## src/pkg/isr_pkg.sv

```systemverilog
// Package for the inductive sensor readout block: register map, fields, enums.
// Assumes a 32-bit APB register bus; every register takes one aligned word.
package isr_pkg;

    // Printed offsets are not all multiples of four: they are word indexes
    localparam logic [7:0] IDX_IMPEDANCE_CEILING_SETTING     = 8'h01;
    localparam logic [7:0] IDX_IMPEDANCE_FLOOR_SETTING     = 8'h02;
    localparam logic [7:0] IDX_SENSOR_CFG = 8'h04;
    localparam logic [7:0] IDX_TB_CFG     = 8'h05;
    localparam logic [7:0] IDX_THR_HI_L   = 8'h06;
    localparam logic [7:0] IDX_THR_HI_H   = 8'h07;
    localparam logic [7:0] IDX_THR_LO_L   = 8'h08;
    localparam logic [7:0] IDX_THR_LO_H   = 8'h09;
    localparam logic [7:0] IDX_INT_CFG    = 8'h0A;
    localparam logic [7:0] IDX_EVT_STAT   = 8'h10;
    localparam logic [7:0] IDX_EVT_MASK   = 8'h11;
    localparam logic [7:0] IDX_STATUS     = 8'h20;
    localparam logic [7:0] IDX_PROX_L     = 8'h21;
    localparam logic [7:0] IDX_PROX_H     = 8'h22;
    localparam logic [7:0] IDX_FREQ_L     = 8'h23;
    localparam logic [7:0] IDX_FREQ_M     = 8'h24;
    localparam logic [7:0] IDX_FREQ_H     = 8'h25;
    localparam int         ADDR_LSB       = 2;

    // Reset values and the full-scale result
    localparam logic [7:0]  RST_IMPEDANCE_CEILING_SETTING     = 8'h0E;
    localparam logic [7:0]  RST_IMPEDANCE_FLOOR_SETTING     = 8'h14;
    localparam logic [7:0]  RST_SENSOR_CFG = 8'h1B;
    localparam logic [7:0]  RST_TB_CFG     = 8'h01;
    localparam logic [15:0] RST_THR_HI     = 16'hFFFF;
    localparam logic [15:0] RST_THR_LO     = 16'h0000;
    localparam logic [15:0] PROX_FULL      = 16'hFFFF;

    // Field positions
    localparam int RESP_LSB   = 0;
    localparam int RESP_W     = 3;
    localparam int TB_SEL_BIT = 1;
    localparam int TB_PD_BIT  = 0;

    // Event bits in status / mask
    localparam int EV_DATA = 0;
    localparam int EV_CMP  = 1;
    localparam int EV_WAKE = 2;
    localparam int EV_W    = 3;

    typedef enum logic [2:0] {
        ISR_INT_DATA_READY_BEHAVIOUR = 3'h0,
        ISR_INT_CMP  = 3'h1,
        ISR_INT_WAKE = 3'h2
    } isr_int_mode_t;

    typedef enum {ISR_IDLE, ISR_SETTLE} isr_irq_st_t;

    // One finished conversion from the analog front end
    typedef struct packed {
        logic [15:0] prox;
        logic [23:0] count;
        logic        below_floor;
    } isr_conv_t;

    // Timebase pin control
    typedef struct packed {
        logic crystalSel;
        logic oscPowerDown;
        logic [2:0] respTime;
    } isr_tb_ctl_t;

    localparam logic [31:0] APB_ZERO = 32'h0000_0000;

endpackage

```

## src/verilog/isr_readout.sv

```systemverilog
// Digital readout of an inductance-to-digital converter: result registers,
// threshold logic, interrupt output and an APB slave for the registers.
// Assumes the analog core delivers one conversion as a one-cycle pulse in
// the ref_clk domain; the timebase pins are handled by the analog oscillator.
//
// Contract
// - An impedance below the programmed floor makes the result read full scale.
// - The impedance result is two bytes, low byte at 0x21 and high at 0x22.
// - The counter is timed by an external 8 MHz clock or a crystal on the pins.
// - The timebase config register selects external clock or crystal.
// - The frequency count is published over three bytes 0x23 to 0x25.
// - The response time field of sensor config scales the counting interval.
// - The interrupt output runs in comparator, wake-up or data-ready mode.
// - High and low thresholds are separately programmable.
// - Comparator mode sets above the high and clears below the low threshold.
// - Wake-up mode sets above high and holds until wake-up mode is disabled.
// - Data-ready mode asserts on new data and clears on a read of 0x21.
`timescale 1ns/1ps
module isr_readout (
    // Clock and reset
    input  wire logic               ref_clk,
    input  wire logic               rstn,
    // APB slave
    input  wire logic               psel,
    input  wire logic               penable,
    input  wire logic               pwrite,
    input  wire logic [11:0]        paddr,
    input  wire logic [31:0]        pwdata,
    output logic                    pready,
    output logic [31:0]             prdata,
    output logic                    pslverr,
    // Conversion from analog core
    input  wire logic               convValid,
    input  wire isr_pkg::isr_conv_t convData,
    // Timebase control to oscillator, range settings to front end
    output isr_pkg::isr_tb_ctl_t    tbCtl,
    output logic [7:0]              impedanceFloorSetting,
    output logic [7:0]              impedanceCeilingSetting,
    // Interrupts
    output logic                    interruptOutput,
    output logic                    irq
);
    import isr_pkg::*;

    logic [7:0]    sensorCfg;
    logic [7:0]    tbCfg;
    logic [15:0]   thrHi;
    logic [15:0]   thrLo;
    isr_int_mode_t intMode;
    logic [15:0]   prox;
    logic [23:0]   count;
    logic          cmpState;
    logic          wakeState;
    logic          drdyState;
    logic [EV_W-1:0] evtStat;
    logic [EV_W-1:0] evtMask;
    logic [EV_W-1:0] evtSet;
    logic          wrEn;
    logic          rdEn;
    logic [7:0]    idx;
    logic          mapped;
    logic [7:0]    rdByte;
    logic [15:0]   next_prox;
    logic          readProxLow;
    logic          readActive;
    logic          rdSetup;
    logic          proxLowSetup;
    logic          convSinceCapture;
    logic          wrCeiling;
    logic          wrFloor;
    logic          wrSensorCfg;
    logic          wrTbCfg;
    logic          wrThrHiL;
    logic          wrThrHiH;
    logic          wrThrLoL;
    logic          wrThrLoH;
    logic          wrIntCfg;
    logic          wrEvtMask;
    logic          wrEvtStat;
    logic [EV_W-1:0] evtClr;

    assign idx    = paddr[ADDR_LSB +: 8];
    assign wrEn   = psel && penable && pwrite;
    assign rdEn   = psel && penable && !pwrite;
    assign rdSetup = psel && !penable && !pwrite;
    assign pready = 1'b1;

    // Clip rather than wrap when the tank impedance sinks under the floor
    assign next_prox = convData.below_floor ? PROX_FULL : convData.prox;

    always_comb begin
        mapped = 1'b1;
        rdByte = 8'h00;
        case (idx)
            IDX_IMPEDANCE_CEILING_SETTING:     rdByte = impedanceCeilingSetting;
            IDX_IMPEDANCE_FLOOR_SETTING:     rdByte = impedanceFloorSetting;
            IDX_SENSOR_CFG: rdByte = sensorCfg;
            IDX_TB_CFG:     rdByte = tbCfg;
            IDX_THR_HI_L:   rdByte = thrHi[7:0];
            IDX_THR_HI_H:   rdByte = thrHi[15:8];
            IDX_THR_LO_L:   rdByte = thrLo[7:0];
            IDX_THR_LO_H:   rdByte = thrLo[15:8];
            IDX_INT_CFG:    rdByte = {5'h00, intMode};
            IDX_EVT_STAT:   rdByte = {5'h00, evtStat};
            IDX_EVT_MASK:   rdByte = {5'h00, evtMask};
            IDX_STATUS:     rdByte = {1'b0, drdyState, wakeState, cmpState, 4'h0};
            IDX_PROX_L:     rdByte = prox[7:0];
            IDX_PROX_H:     rdByte = prox[15:8];
            IDX_FREQ_L:     rdByte = count[7:0];
            IDX_FREQ_M:     rdByte = count[15:8];
            IDX_FREQ_H:     rdByte = count[23:16];
            default:        mapped = 1'b0;
        endcase
    end

    assign pslverr = psel && penable && !mapped;

    // Captured in the setup cycle so the byte stands at the access edge
    always_ff @(posedge ref_clk or negedge rstn) begin
        if (!rstn) begin
            prdata <= APB_ZERO;
        end else if (rdSetup) begin
            prdata <= {24'h000000, rdByte};
        end
    end

    // One write strobe per register, raised in the access cycle only
    assign wrCeiling   = wrEn && idx == IDX_IMPEDANCE_CEILING_SETTING;
    assign wrFloor     = wrEn && idx == IDX_IMPEDANCE_FLOOR_SETTING;
    assign wrSensorCfg = wrEn && idx == IDX_SENSOR_CFG;
    assign wrTbCfg     = wrEn && idx == IDX_TB_CFG;
    assign wrThrHiL    = wrEn && idx == IDX_THR_HI_L;
    assign wrThrHiH    = wrEn && idx == IDX_THR_HI_H;
    assign wrThrLoL    = wrEn && idx == IDX_THR_LO_L;
    assign wrThrLoH    = wrEn && idx == IDX_THR_LO_H;
    assign wrIntCfg    = wrEn && idx == IDX_INT_CFG;
    assign wrEvtMask   = wrEn && idx == IDX_EVT_MASK;
    assign wrEvtStat   = wrEn && idx == IDX_EVT_STAT;

    // Range settings go straight to the analog front end
    always_ff @(posedge ref_clk or negedge rstn) begin
        if (!rstn) begin
            impedanceCeilingSetting <= RST_IMPEDANCE_CEILING_SETTING;
        end else if (wrCeiling) begin
            impedanceCeilingSetting <= pwdata[7:0];
        end
    end

    always_ff @(posedge ref_clk or negedge rstn) begin
        if (!rstn) begin
            impedanceFloorSetting <= RST_IMPEDANCE_FLOOR_SETTING;
        end else if (wrFloor) begin
            impedanceFloorSetting <= pwdata[7:0];
        end
    end

    always_ff @(posedge ref_clk or negedge rstn) begin
        if (!rstn) begin
            sensorCfg <= RST_SENSOR_CFG;
        end else if (wrSensorCfg) begin
            sensorCfg <= pwdata[7:0];
        end
    end

    always_ff @(posedge ref_clk or negedge rstn) begin
        if (!rstn) begin
            tbCfg <= RST_TB_CFG;
        end else if (wrTbCfg) begin
            tbCfg <= pwdata[7:0];
        end
    end

    // Threshold bytes land one at a time; a half-written pair compares as is
    always_ff @(posedge ref_clk or negedge rstn) begin
        if (!rstn) begin
            thrHi <= RST_THR_HI;
        end else if (wrThrHiL) begin
            thrHi[7:0] <= pwdata[7:0];
        end else if (wrThrHiH) begin
            thrHi[15:8] <= pwdata[7:0];
        end
    end

    always_ff @(posedge ref_clk or negedge rstn) begin
        if (!rstn) begin
            thrLo <= RST_THR_LO;
        end else if (wrThrLoL) begin
            thrLo[7:0] <= pwdata[7:0];
        end else if (wrThrLoH) begin
            thrLo[15:8] <= pwdata[7:0];
        end
    end

    always_ff @(posedge ref_clk or negedge rstn) begin
        if (!rstn) begin
            intMode <= ISR_INT_DATA_READY_BEHAVIOUR;
        end else if (wrIntCfg) begin
            intMode <= isr_int_mode_t'(pwdata[2:0]);
        end
    end

    always_ff @(posedge ref_clk or negedge rstn) begin
        if (!rstn) begin
            evtMask <= '0;
        end else if (wrEvtMask) begin
            evtMask <= pwdata[EV_W-1:0];
        end
    end

    // Oscillator takes its mode and counting window straight from config
    assign tbCtl.crystalSel   = tbCfg[TB_SEL_BIT];
    assign tbCtl.oscPowerDown = tbCfg[TB_PD_BIT];
    assign tbCtl.respTime     = sensorCfg[RESP_LSB +: RESP_W];

    // Both results latched in one edge so a burst read sees one conversion
    always_ff @(posedge ref_clk or negedge rstn) begin
        if (!rstn) begin
            prox  <= '0;
            count <= '0;
        end else if (convValid) begin
            prox  <= next_prox;
            count <= convData.count;
        end
    end

    // Hysteresis comparator
    always_ff @(posedge ref_clk or negedge rstn) begin
        if (!rstn) begin
            cmpState <= 1'b0;
        end else if (convValid) begin
            if (next_prox > thrHi) begin
                cmpState <= 1'b1;
            end else if (next_prox < thrLo) begin
                cmpState <= 1'b0;
            end
        end
    end

    // Wake latch held until software leaves wake-up mode
    always_ff @(posedge ref_clk or negedge rstn) begin
        if (!rstn) begin
            wakeState <= 1'b0;
        end else if (intMode != ISR_INT_WAKE) begin
            wakeState <= 1'b0;
        end else if (convValid && next_prox > thrHi) begin
            wakeState <= 1'b1;
        end
    end

    // Data ready: new data wins over a simultaneous read
    assign readProxLow = rdEn && idx == IDX_PROX_L;
    assign readActive  = psel && !pwrite && idx == IDX_PROX_L;
    assign proxLowSetup = rdSetup && idx == IDX_PROX_L;

    // A conversion at or after the byte capture must not be cleared unseen
    always_ff @(posedge ref_clk or negedge rstn) begin
        if (!rstn) begin
            convSinceCapture <= 1'b0;
        end else if (proxLowSetup) begin
            convSinceCapture <= convValid;
        end else if (convValid) begin
            convSinceCapture <= 1'b1;
        end
    end

    always_ff @(posedge ref_clk or negedge rstn) begin
        if (!rstn) begin
            drdyState <= 1'b0;
        end else if (convValid) begin
            drdyState <= 1'b1;
        end else if (readProxLow && !convSinceCapture) begin
            drdyState <= 1'b0;
        end
    end

    // Active low pin; in data-ready mode a read of 0x21 under way releases the pin during its setup and access cycles
    always_comb begin
        case (intMode)
            ISR_INT_CMP:  interruptOutput = !cmpState;
            ISR_INT_WAKE: interruptOutput = !wakeState;
            ISR_INT_DATA_READY_BEHAVIOUR: interruptOutput = !(drdyState && !readActive);
            default:      interruptOutput = 1'b1;
        endcase
    end

    // Sticky events, write one to clear, set beats clear
    assign evtSet[EV_DATA] = convValid;
    assign evtSet[EV_CMP]  = convValid && !cmpState && next_prox > thrHi;
    assign evtSet[EV_WAKE] = convValid && intMode == ISR_INT_WAKE && next_prox > thrHi;

    assign evtClr = wrEvtStat ? pwdata[EV_W-1:0] : '0;

    for (genvar i = 0; i < EV_W; i++) begin : g_evt
        isr_sticky_bit #(
            .RST_VAL (1'b0)
        ) u_evt (
            .ref_clk (ref_clk),
            .rstn    (rstn),
            .setEvt  (evtSet[i]),
            .clrEvt  (evtClr[i]),
            .flag    (evtStat[i])
        );
    end

    assign irq = |(evtStat & evtMask);

endmodule

// One event flag of the sticky status; a set beats a clear in the same cycle
module isr_sticky_bit #(
    parameter logic RST_VAL = 1'b0
) (
    // Clock and reset
    input  wire logic ref_clk,
    input  wire logic rstn,
    // Event and write-one clear
    input  wire logic setEvt,
    input  wire logic clrEvt,
    // Held flag
    output logic      flag
);
    import isr_pkg::*;

    always_ff @(posedge ref_clk or negedge rstn) begin
        if (!rstn) begin
            flag <= RST_VAL;
        end else if (setEvt) begin
            flag <= 1'b1;
        end else if (clrEvt) begin
            flag <= 1'b0;
        end
    end

endmodule
```

## config.mk

```make
export PLATFORM = sky130hd
export DESIGN_NAME = isr_readout
export DESIGN_NICKNAME = d
export VERILOG_FILES = /design/src/pkg/isr_pkg.sv /design/src/verilog/isr_readout.sv
export SDC_FILE = /design/constraint.sdc
export NUM_CORES = 1
export LEC_CHECK = 0
export BUFFER_PORTS_ARGS = -buffer_cell sky130_fd_sc_hd__buf_2
export CAP_MARGIN = 0
export CORE_MARGIN = 2
export CORE_UTILIZATION = 30
export CTS_CLUSTER_SIZE = 28
export DETAILED_ROUTE_END_ITERATION = 10
export GPL_TIMING_DRIVEN = 0
export PLACE_DENSITY = 0.52
export RECOVER_POWER = 25
export SYNTH_ARGS = -nofsm -noshare
export SYNTH_HDL_FRONTEND = slang
export SYNTH_SLANG_ARGS = --single-unit
```

## constraint.sdc

```tcl
create_clock -name ref_clk -period 5.08 [get_ports ref_clk]
set_input_delay 0.762 -clock ref_clk [delete_from_list [all_inputs] [get_ports ref_clk]]
set_output_delay 0.762 -clock ref_clk [all_outputs]
set_load 0.02 [all_outputs]
```

# After elaboration in Yosys (flattened, before gate mapping)
# Cells that the tools add are included.
# totals
input_bits,91
word_cells,113
ff_bits,125
out_inout_bits,57
# classes
n_reduce_logical,49
n_eq_ne,20
order_cmp,2
n_bitwise,3
muxes,19
# ops
op,count
8-bit one-hot mux with 17 select lines,1
8-bit by 6-bit == test with 1-bit output (second input constant),6
8-bit by 3-bit == test with 1-bit output (second input constant),4
1-bit logical AND,28
8-bit by 4-bit == test with 1-bit output (second input constant),3
17-bit OR reduction,1
8-bit by 5-bit == test with 1-bit output (second input constant),2
16-bit > comparator,1
16-bit < comparator,1
16-bit 2-to-1 mux,1
1-bit 2-to-1 mux,15
2-bit nonzero test,7
8-bit by 1-bit == test with 1-bit output (second input constant),1
8-bit by 2-bit == test with 1-bit output (second input constant),1
1-bit logical NOT,8
2-bit AND reduction,3
3-bit bitwise AND,1
3-bit by 1-bit == test with 1-bit output (second input constant),1
3-bit by 2-bit == test with 1-bit output (second input constant),1
3-bit logical NOT,1
3-bit 2-to-1 mux,1
3-bit by 2-bit != test with 1-bit output (second input constant),1
1-bit one-hot mux with 3 select lines,1
3-bit OR reduction,1
1-bit NOT,2

# Depth between registers and ports, before layout
# Gate-level depths: netlist (run 1).
# logic_depth
word_depth,7
mapped_depth,8
mapped_depth_nobuf,7

# By module
# Synthesis (run 1) repeated with hierarchy kept, for this count alone.
# hier_totals
cells_unflattened,682
hier_area_um2,7051.8
# modules_own_cells
mod,seq_area_each_um2,instances,cells_each,area_per_inst_um2
isr_readout,3085.5,1,673,6942.9
isr_sticky_bit,25.0,3,3,36.3

# Worst setup path after synthesis (run 1)
# OpenSTA, ideal clock, no wires.
# synth_timing
path_type,input -> output
startpoint,input port paddr[2]
endpoint,output port pslverr
arrival_ps,2142
stages,5
slack_ps,2176
n_path_buf,2
path_cell_list,buf_2 buf_2 o311ai_1 o31ai_1 nor4_1
# synth_between
elab_chain_cells,5
word_cells_on_any_way,21
classes_between,17 x eq/ne; 1 x mux; 3 x reduce/logical
# synth_rtl
element,line,rtl
"start, declared",isr_readout.sv:27,"input wire logic [11:0] paddr,"
"8-bit by 1-bit == test with 1-bit output, or another cell as far along",isr_readout.sv:94,case (idx)
17-bit OR reduction (no source line) *,-,
1-bit 2-to-1 mux *,isr_readout.sv:94,
1-bit logical NOT *,isr_readout.sv:116,assign pslverr = psel && penable && !mapped;
1-bit logical AND *,isr_readout.sv:116,
"end, declared",isr_readout.sv:31,"output logic pslverr,"
# Every way passes the cells marked *; elsewhere a longest branch is shown, timed or not.

# Worst setup path in the final report (run 1)
# layout_timing
startpoint,input port paddr[5]
endpoint,output port interruptOutput
# layout_between
elab_chain_cells,6
# layout_rtl
element,line,rtl
8-bit by 6-bit == test with 1-bit output,isr_readout.sv:252,assign readActive = psel && !pwrite && idx == IDX_PROX_L;
1-bit logical AND,isr_readout.sv:252,
1-bit logical NOT,isr_readout.sv:281,ISR_INT_DATA_READY_BEHAVIOUR: interruptOutput = !(drdyState && !readActive);
1-bit logical AND,isr_readout.sv:281,
1-bit logical NOT,isr_readout.sv:281,
1-bit one-hot mux with 3 select lines,isr_readout.sv:278,case (intMode)
"end, declared",isr_readout.sv:40,"output logic interruptOutput,"
# No other way between the ends.

==> flow_summary.json, run 1 <==
{
  "fin_tns_setup_ns": 0,
  "fin_skew_ns": 0.00556,
  "use_met3_pct": 4.87,
  "overflow": 0,
  "ys_types": 64,
  "place_area_mm2": 0.00808,
  "wl_per_cell_um": 20.9,
  "hold_viol": 0,
  "die_x_um": 158,
  "yosysSeqAreaShare_pct": 44.5,
  "cp.required_ns": 4.32,
  "syn_area_mm2": 0.00711,
  "postSynthCellCount": 630,
  "pwr_density_cell_mw_per_mm2": 295,
  "preCtsSetupSlack_ns": 1.95,
  "rsz0062_at_grt": "no",
  "grt_util_met1_pct": 25.2,
  "dr.pass1.iters": 8,
  "start_kind": "primary input",
  "drt-initial-drc-count": 571,
  "grtUsageTotal_pct": 19.0,
  "outcome": "completed",
  "busiest_layer": "met2",
  "max_stage_delay_ns": 0.63,
  "relSlewSlack_pct": 47.3,
  "initial_core_util_pct": 30.5,
  "yosys_warnings": 0,
  "core-area_mm2": 0.0233,
  "cap_violations": 0,
  "setup_slack_ns": 1.91,
  "die_h_um": 158,
  "cp_cell_sequence": "buf_2 > nor4b_4 > nand2_1 > o311ai_1 > a211o_1 > buf_2",
  "crit_fanout": 10,
  "worstSetupPathType": "primary input to primary output",
  "final_antenna_net_count": 0,
  "clk_latency_ns": 0.43,
  "clockBufferDepth": 2,
  "cts_buffers": 17,
  "port_buffers": 90,
  "dp_hpwl_um": 17300,
  "synth_edf_count": 0,
  "crit_buf_inv": 2,
  "synth_most_common_cell": "dfrtp_1",
  "crit_path_top_delay_cell": "nor4b_4",
  "cpLargestDelayFamily": "simple AND/OR/NAND/NOR gates",
  "clk_pin_slew_ns": 0.05,
  "layout.nets": 886,
  "fin_crit_ns": 3.17,
  "n_antenna_cell": 0,
  "timing.hold.ws_ns": 0.370,
  "cts_tree": "yes",
  "finalCritPeriodShare_pct": 62.3,
  "ys.flop_type": "dfrtp_1",
  "holdCritPathClass": "primary input to async pin",
  "post_cts_resized": 0,
  "ir_drop_uv": 155,
  "worst_path_most_repeated_cell": "buf_2",
  "worst_pin_slew_ns": 0.786,
  "post_cts_buffers": 0,
  "grt_first_pass_wirelength_um": 34200,
  "via_per_inst": 5.01,
  "drive_above_1_share_pct": 36.6,
  "slew_violations": 0,
  "place.gp.congestion": 0.909,
  "wl_um": 22900,
  "cp-end-kind": "primary output",
  "grt_max_degree": 76,
  "p_leak_nw": 3.90,
  "synth_seq_cells": 125,
  "worstPathArrival_ns": 2.40,
  "fmax_ghz": 0.316,
  "holdBufCountCts": 0,
  "cts_sinks": 125,
  "yosys.area.top_type_share_pct": 34.9,
  "r2r-start": "thrHi[14]",
  "async_reset_ff_share_pct": 100,
  "h-tree-depth": 4,
  "cts-root-buf": "clkbuf_16",
  "area_growth_pct": 21.8,
  "final-setup-viol-count": 0,
  "syn_avg_cell_area_um2": 11.3,
  "num_io_pins": 148,
  "synth.cells.most_frequent": "dfrtp_1, mux2_2, mux2_1, inv_1",
  "crit_start": "paddr[5]",
  "synth_area_leaders": "dfrtp_1, dfstp_2, mux2_2",
  "design_area_mm2": 0.00865,
  "synth.largest_area_cell": "dfrtp_1",
  "dieArea_mm2": 0.0249,
  "rows": 56,
  "post-route-drc-count": 0,
  "grt_pass1_vias": 5395,
  "dr_total_vias": 5492,
  "antenna_found_initial": 1,
  "use_met2_pct": 30.6
}
per-stage QoR:
stage / power, mW / util (%) / std cells
2_1_floorplan: 1.25 / - / 653
3_3_place_gp: 1.38 / 34.5 / 1062
3_5_place_dp: 1.39 / 34.6 / 1064
4_1_cts: 2.57 / 37.1 / 1096
5_1_grt: 2.65 / 37.1 / 1096
6_report: 2.55 / 37.1 / 1096
worst paths after layout:
kind | end | cells after the start | slack, ns
worst max-delay path | interruptOutput | 6 | 1.91
worst min register to register | tbCfg[2] | 1 | 0.49
worst max register to register | g_evt[1].u_evt.flag | 8 | 2.91
max in group asynchronous | tbCfg[0] | 2 | 3.96
min in group ref_clk | tbCfg[2] | 1 | 0.49
worst min-delay path | count[3] | 1 | 0.37
where the power goes:
part	switching [mW]	leakage, nW	internal (mW)
Clock	0.460	0.274	0.720
Sequential	0.0339	1.46	1.04
Combinational	0.175	2.17	0.118
Total	0.669	3.90	1.88
layout by cell type (no fill, tap or decap), types with 21 or more instances in the layout:
cell type   n
buf_2      99
dfrtp_1    99
mux2_2     55
mux2_1     52
inv_1      37
buf_4      36
nand2_1    36
ha_1       31
dfstp_2    26
conb_1     25
a21oi_1    21
per-layer routing:
metal	part of all wire [%]	wire length (µm)
met5	0	0
met4	2.0	462
met3	6.9	1570
met2	47	10700
met1	44	10200
sequential cells by signal, summed over array words and instances, names as in the netlist, 16 cells and up:
name / cells
thrHi: 16
count: 24
prox: 16
thrLo: 16
cell type report:
class | instances | area [µm²]
Timing Repair Buffer | 92 | 489
Multi-Input combinational cell | 431 | 3520
Sequential cell | 125 | 3160
Clock buffer | 22 | 484
Clock inverter | 10 | 88.8
Tap cell | 319 | 399
Fill cell | 2341 | 14700
Inverter | 38 | 143
Buffer | 59 | 368
cells by family after synthesis:
group	count (synthesis)	synth area share [%]
buffers and inverters	97	7.18
XOR/XNOR	1	0.123
other	2	0.106
adder cells (fa/ha/maj)	31	5.46
multiplexers	124	20.1
flip-flops	125	44.5
AO/OA/AOI/OAI	112	11.2
AND/OR/NAND/NOR	138	11.4
worst register-to-register path: cells and delay by family, from the launching register on:
kind / cells / cell delay (ns)
fa+ha+maj: 1 / 0.30
compound gates: 3 / 0.50
buf+inv: 2 / 0.29
simple gates: 2 / 0.47
flops: 1 / 0.54
(Power assumes the default switching activity.)
==> run 2, diff against run 1 <==
clock period = 3.1 ns   (was 5.08 ns; I/O delays follow)
==> run 2 against run 1 <==
  * Combinational power is 64% higher
  * Final cell count unchanged
  * Clock power is 64% higher
  * Total power grew 64%
  * Die area did not move
  * Utilization barely moved
  * The run now ends with capacitance limit, slew limit left
==> flow_summary.json, run 2 (synthesis gave the netlist of run 1 again) <==
{
  "outcome": "finished, violations left",
  "violations": "capacitance limit, slew limit",
  "cts_tree": "yes",
  "overflow": 0,
  "num_io_pins": 148,
  "drt-initial-drc-count": 571,
  "place.gp.congestion": 0.909,
  "final_antenna_net_count": 0,
  "max_flop_register": "count",
  "post_cts_buffers": 0,
  "place_area_mm2": 0.00808,
  "die_x_um": 158,
  "p_leak_nw": 3.90,
  "holdCritPathClass": "primary input to flop",
  "worstSetupPathType": "primary input to primary output",
  "hold_viol": 0,
  "design_area_mm2": 0.00865,
  "worstPathArrival_ns": 2.10,
  "fmax_ghz": 0.389,
  "layout.nets": 886,
  "dieArea_mm2": 0.0249,
  "worst_pin_slew_ns": 2.01,
  "slew_violations": 75,
  "grt_pass1_vias": 5395,
  "via_per_inst": 5.01,
  "dr.pass1.iters": 7,
  "n_fill_cell": 2343,
  "pwr_density_cell_mw_per_mm2": 483,
  "grt_max_degree": 76,
  "rows": 56,
  "finish.utilization_pct": 37.1,
  "antenna_found_initial": 1,
  "cts_sinks": 125,
  "post-route-drc-count": 0,
  "clk_latency_ns": 0.43,
  "min_path_cells": 2,
  "post_cts_resized": 0,
  "wl_um": 22900,
  "cap_violations": 1,
  "largest_reg_flops": 24,
  "ir_drop_uv": 255,
  "cp.required_ns": 2.63,
  "grt_first_pass_wirelength_um": 34200,
  "h-tree-depth": 4,
  "area_growth_pct": 21.7,
  "cts-root-buf": "clkbuf_16",
  "cp-end-kind": "primary output",
  "dr_total_vias": 5486,
  "final-setup-viol-count": 0,
  "rsz0062_at_grt": "no",
  "clk_pin_slew_ns": 0.06,
  "final_cell_mix": "buf_2, dfrtp_1, mux2_2",
  "fin_skew_ns": 0.00500,
  "rr_worst_depth": 8,
  "wl_per_cell_um": 20.9,
  "cts_buffers": 17,
  "initial_core_util_pct": 30.5,
  "core-area_mm2": 0.0233,
  "port_buffers": 90,
  "die_h_um": 158,
  "drive_above_1_share_pct": 36.6,
  "finalCritPeriodShare_pct": 82.9,
  "relSlewSlack_pct": -34.1,
  "dp_hpwl_um": 17300,
  "grtUsageTotal_pct": 19.0,
  "clockBufferDepth": 2,
  "n_antenna_cell": 0,
  "holdBufCountCts": 0,
  "fin_crit_ns": 2.57,
  "crit_fanout": 10,
  "start_kind": "primary input"
}
-- run 2: cell types whose count changed in the layout (fill, tap and decap cells not counted), sizes merged --
cell / change
buf: -1
clkbuf: +1
-- run 2: worst paths after layout --
kind / from / to / slack, ns
worst min register to register: tbCfg[2] / tbCfg[2] / 0.49
worst max-delay path: paddr[5] / interruptOutput / 0.53
min in group asynchronous: rstn / count[3] / 0.60
max in group asynchronous: rstn / impedanceFloorSetting[6] / 1.30
worst max register to register: thrHi[14] / g_evt[1].u_evt.flag / 0.93
worst min-delay path: pwdata[1] / thrHi[1] / 0.27
-- run 2: metrics by stage --
stage	cells	worst slack [ns]	total power [mW]	TNS [ns]	hold WS (ns)
6_report	1096	0.531	4.18	0	0.268
5_1_grt	1096	0.418	4.34	0	0.262
4_1_cts	1096	0.551	4.21	0	0.0943
3_5_place_dp	1064	0.348	2.27	0	0.474
3_3_place_gp	1062	-0.457	2.26	-21.34	0.463
2_1_floorplan	653	0.719	2.05	0	0.169
-- run 2: layout make-up --
cell class              count  area (µm²)  area share (%)
flip-flops and latches    125        3160            36.6
clock inverters            10        88.8            1.03
clock buffers              22         484            5.60
inverters                  38         143            1.65
well taps                 319         399            4.62
plain buffers              59         368            4.25
repair buffers             92         483            5.59
multi-input cells         431        3520            40.7
-- run 2: critical path, cell delays in order --
cell      delay [ns]
buf_2           0.15
nor4b_4         0.63
nand2_1         0.22
o311ai_1        0.29
a211o_1         0.18
buf_2           0.16
-- run 2: report_power, final --
part           internal, mW  switching, mW  leakage, nW
registers              1.71         0.0557         1.46
logic                 0.193          0.287         2.17
clock network          1.18          0.753        0.274
total                  3.08           1.10         3.90
-- run 2: per-layer routing --
layer	vias up	part of all wire [%]	global-route usage, %
met5	-	0	0
met4	0	1.8	5.97
met3	27	6.4	4.87
met2	191	47	30.6
met1	2742	45	25.2
li1	2526	-	-
==> run 3, diff against run 2 <==
PLACE_DENSITY = 0.54   (was 0.52)
clock period = 2.2 ns   (was 3.1 ns; I/O delays follow)
==> run 3 against run 2 <==
  * The run now ends clean
  * Via count increased by 1.5%
  * Non-clock buffer count increased by 5
  * Largest cell class unchanged
  * Wire length increased by 0.56%
  * Sequential share of layout area decreased by 0.40 points
  * Utilization increased by 0.41 points
  * Total power increased by 43%
  * Sequential power increased by 41%
  * Clock skew increased by 0.015 ns
  * Count of clock-buffer cells in the layout increased by 4
  * Die area unchanged
  * Final cell count increased by 0.46%
==> flow_summary.json, run 3 (synthesis gave the netlist of run 1 again) <==
{
  "worst_pin_slew_ns": 1.29,
  "outcome": "completed",
  "cp-end-kind": "primary output",
  "cp.required_ns": 1.87,
  "design_area_mm2": 0.00874,
  "dr_total_vias": 5567,
  "start_kind": "primary input",
  "relSlewSlack_pct": 13.8,
  "grt_first_pass_wirelength_um": 34300,
  "cts_tree": "yes",
  "cts_buffers": 17,
  "port_buffers": 90,
  "dp_hpwl_um": 17200,
  "fin_crit_ns": 2.13,
  "clk_pin_slew_ns": 0.05,
  "pwr_density_cell_mw_per_mm2": 685,
  "wl_um": 23000,
  "clk_latency_ns": 0.43,
  "layout.nets": 891,
  "die_h_um": 158,
  "finalPower_mw": 5.99,
  "max_flop_register": "count",
  "n_antenna_cell": 0,
  "drive_above_1_share_pct": 37.0,
  "antenna_found_initial": 0,
  "dr.pass1.iters": 5,
  "grtUsageTotal_pct": 19.1,
  "clockBufferDepth": 2,
  "grt_max_degree": 79,
  "cts-root-buf": "clkbuf_16",
  "fin_tns_setup_ns": 0,
  "initial_core_util_pct": 30.5,
  "h-tree-depth": 4,
  "place.gp.congestion": 0.947,
  "p_leak_nw": 3.94,
  "register_area_mm2": 0.00316,
  "area_growth_pct": 23.0,
  "cap_violations": 0,
  "num_io_pins": 148,
  "rows": 56,
  "wl_per_cell_um": 20.9,
  "worstPathArrival_ns": 1.80,
  "holdCritPathClass": "primary input to flop",
  "overflow": 0,
  "hold_viol": 0,
  "dieArea_mm2": 0.0249,
  "ir_drop_uv": 374,
  "post-route-drc-count": 0,
  "n_fill_cell": 2339,
  "slew_violations": 0,
  "die_x_um": 158,
  "final_common_cell": "dfrtp_1",
  "final_cell_mix": "dfrtp_1, buf_2, mux2_2",
  "drt-initial-drc-count": 432,
  "fmax_ghz": 0.470,
  "final-setup-viol-count": 0,
  "worstSetupPathType": "primary input to primary output",
  "core-area_mm2": 0.0233,
  "grt_pass1_vias": 5506,
  "finalCritPeriodShare_pct": 96.8,
  "via_per_inst": 5.06,
  "fin_skew_ns": 0.0197,
  "largest_reg_flops": 24,
  "final_antenna_net_count": 0,
  "multi_input_area_mm2": 0.00356,
  "crit_fanout": 9,
  "place_area_mm2": 0.00808,
  "cts_sinks": 125
}
run 3: cell count changes in the layout (fill, tap and decap cells not counted), moves of 2 or more:
| cell | previous run | this run |
|---|---|---|
| clkinvlp_4 | 4 | 1 |
| clkbuf_1 | 11 | 16 |
| buf_2 | 99 | 97 |
| buf_4 | 36 | 40 |
run 3: routing by layer:
layer  wire length [µm]  GRT usage [%]  vias to the layer above
li1                   -              -                     2541
met1              10300           24.9                     2779
met2              10600           30.0                      204
met3               1520           5.06                       43
met4                611           7.53                        0
met5                  0              0                        -
run 3: worst paths after layout:
check / to / startpoint / slack, ns / cells past startpoint
hold / removal: thrHi[1] / pwdata[1] / 0.14 / 2
max in group asynchronous: impedanceFloorSetting[2] / rstn / 0.42 / 3
hold reg to reg: tbCfg[4] / tbCfg[4] / 0.48 / 1
min in group asynchronous: count[3] / rstn / 0.74 / 2
setup reg to reg: wakeState / thrHi[14] / 0.13 / 8
setup / recovery: pslverr / paddr[4] / 0.07 / 6
run 3: critical path, stage by stage:
cell,delay [ns]
buf_2,0.17
nor2_1,0.50
nand3_1,0.26
o31ai_1,0.21
nor4_2,0.13
buf_2,0.19
run 3: through the flow:
step | hold WS, ns | setup WS, ns | utilization [%] | instances
after floorplan | 0.0344 | 0.0974 | - | 653
after global placement | 0.464 | -0.996 | 34.5 | 1062
after detailed placement | 0.307 | -0.829 | 34.6 | 1063
after CTS | 0.122 | 0.0567 | 37.3 | 1098
after global routing | 0.130 | -0.0308 | 37.5 | 1101
final | 0.139 | 0.0710 | 37.5 | 1101
run 3: layout make-up:
class,instances,area share [%]
multi-input combinational,431,40.8
sequential,125,36.1
timing repair buffer,97,6.04
clock buffer,26,5.71
tap,319,4.56
buffer,59,4.21
inverter,38,1.63
clock inverter,6,0.944
run 3: power breakdown:
part	switching, mW	internal, mW	leakage (nW)
registers	0.0770	2.41	1.46
clock network	1.03	1.78	0.284
logic	0.415	0.281	2.20
total	1.52	4.47	3.94
run 3: repair_timing:
action,CTS,global route
cloned,0,0
pin swaps,2,2
endpoints found under the hold margin,46,0
hold buffers,1,0
endpoints found under the setup margin,5,5
buffers inserted,2,3
resized for setup,3,7
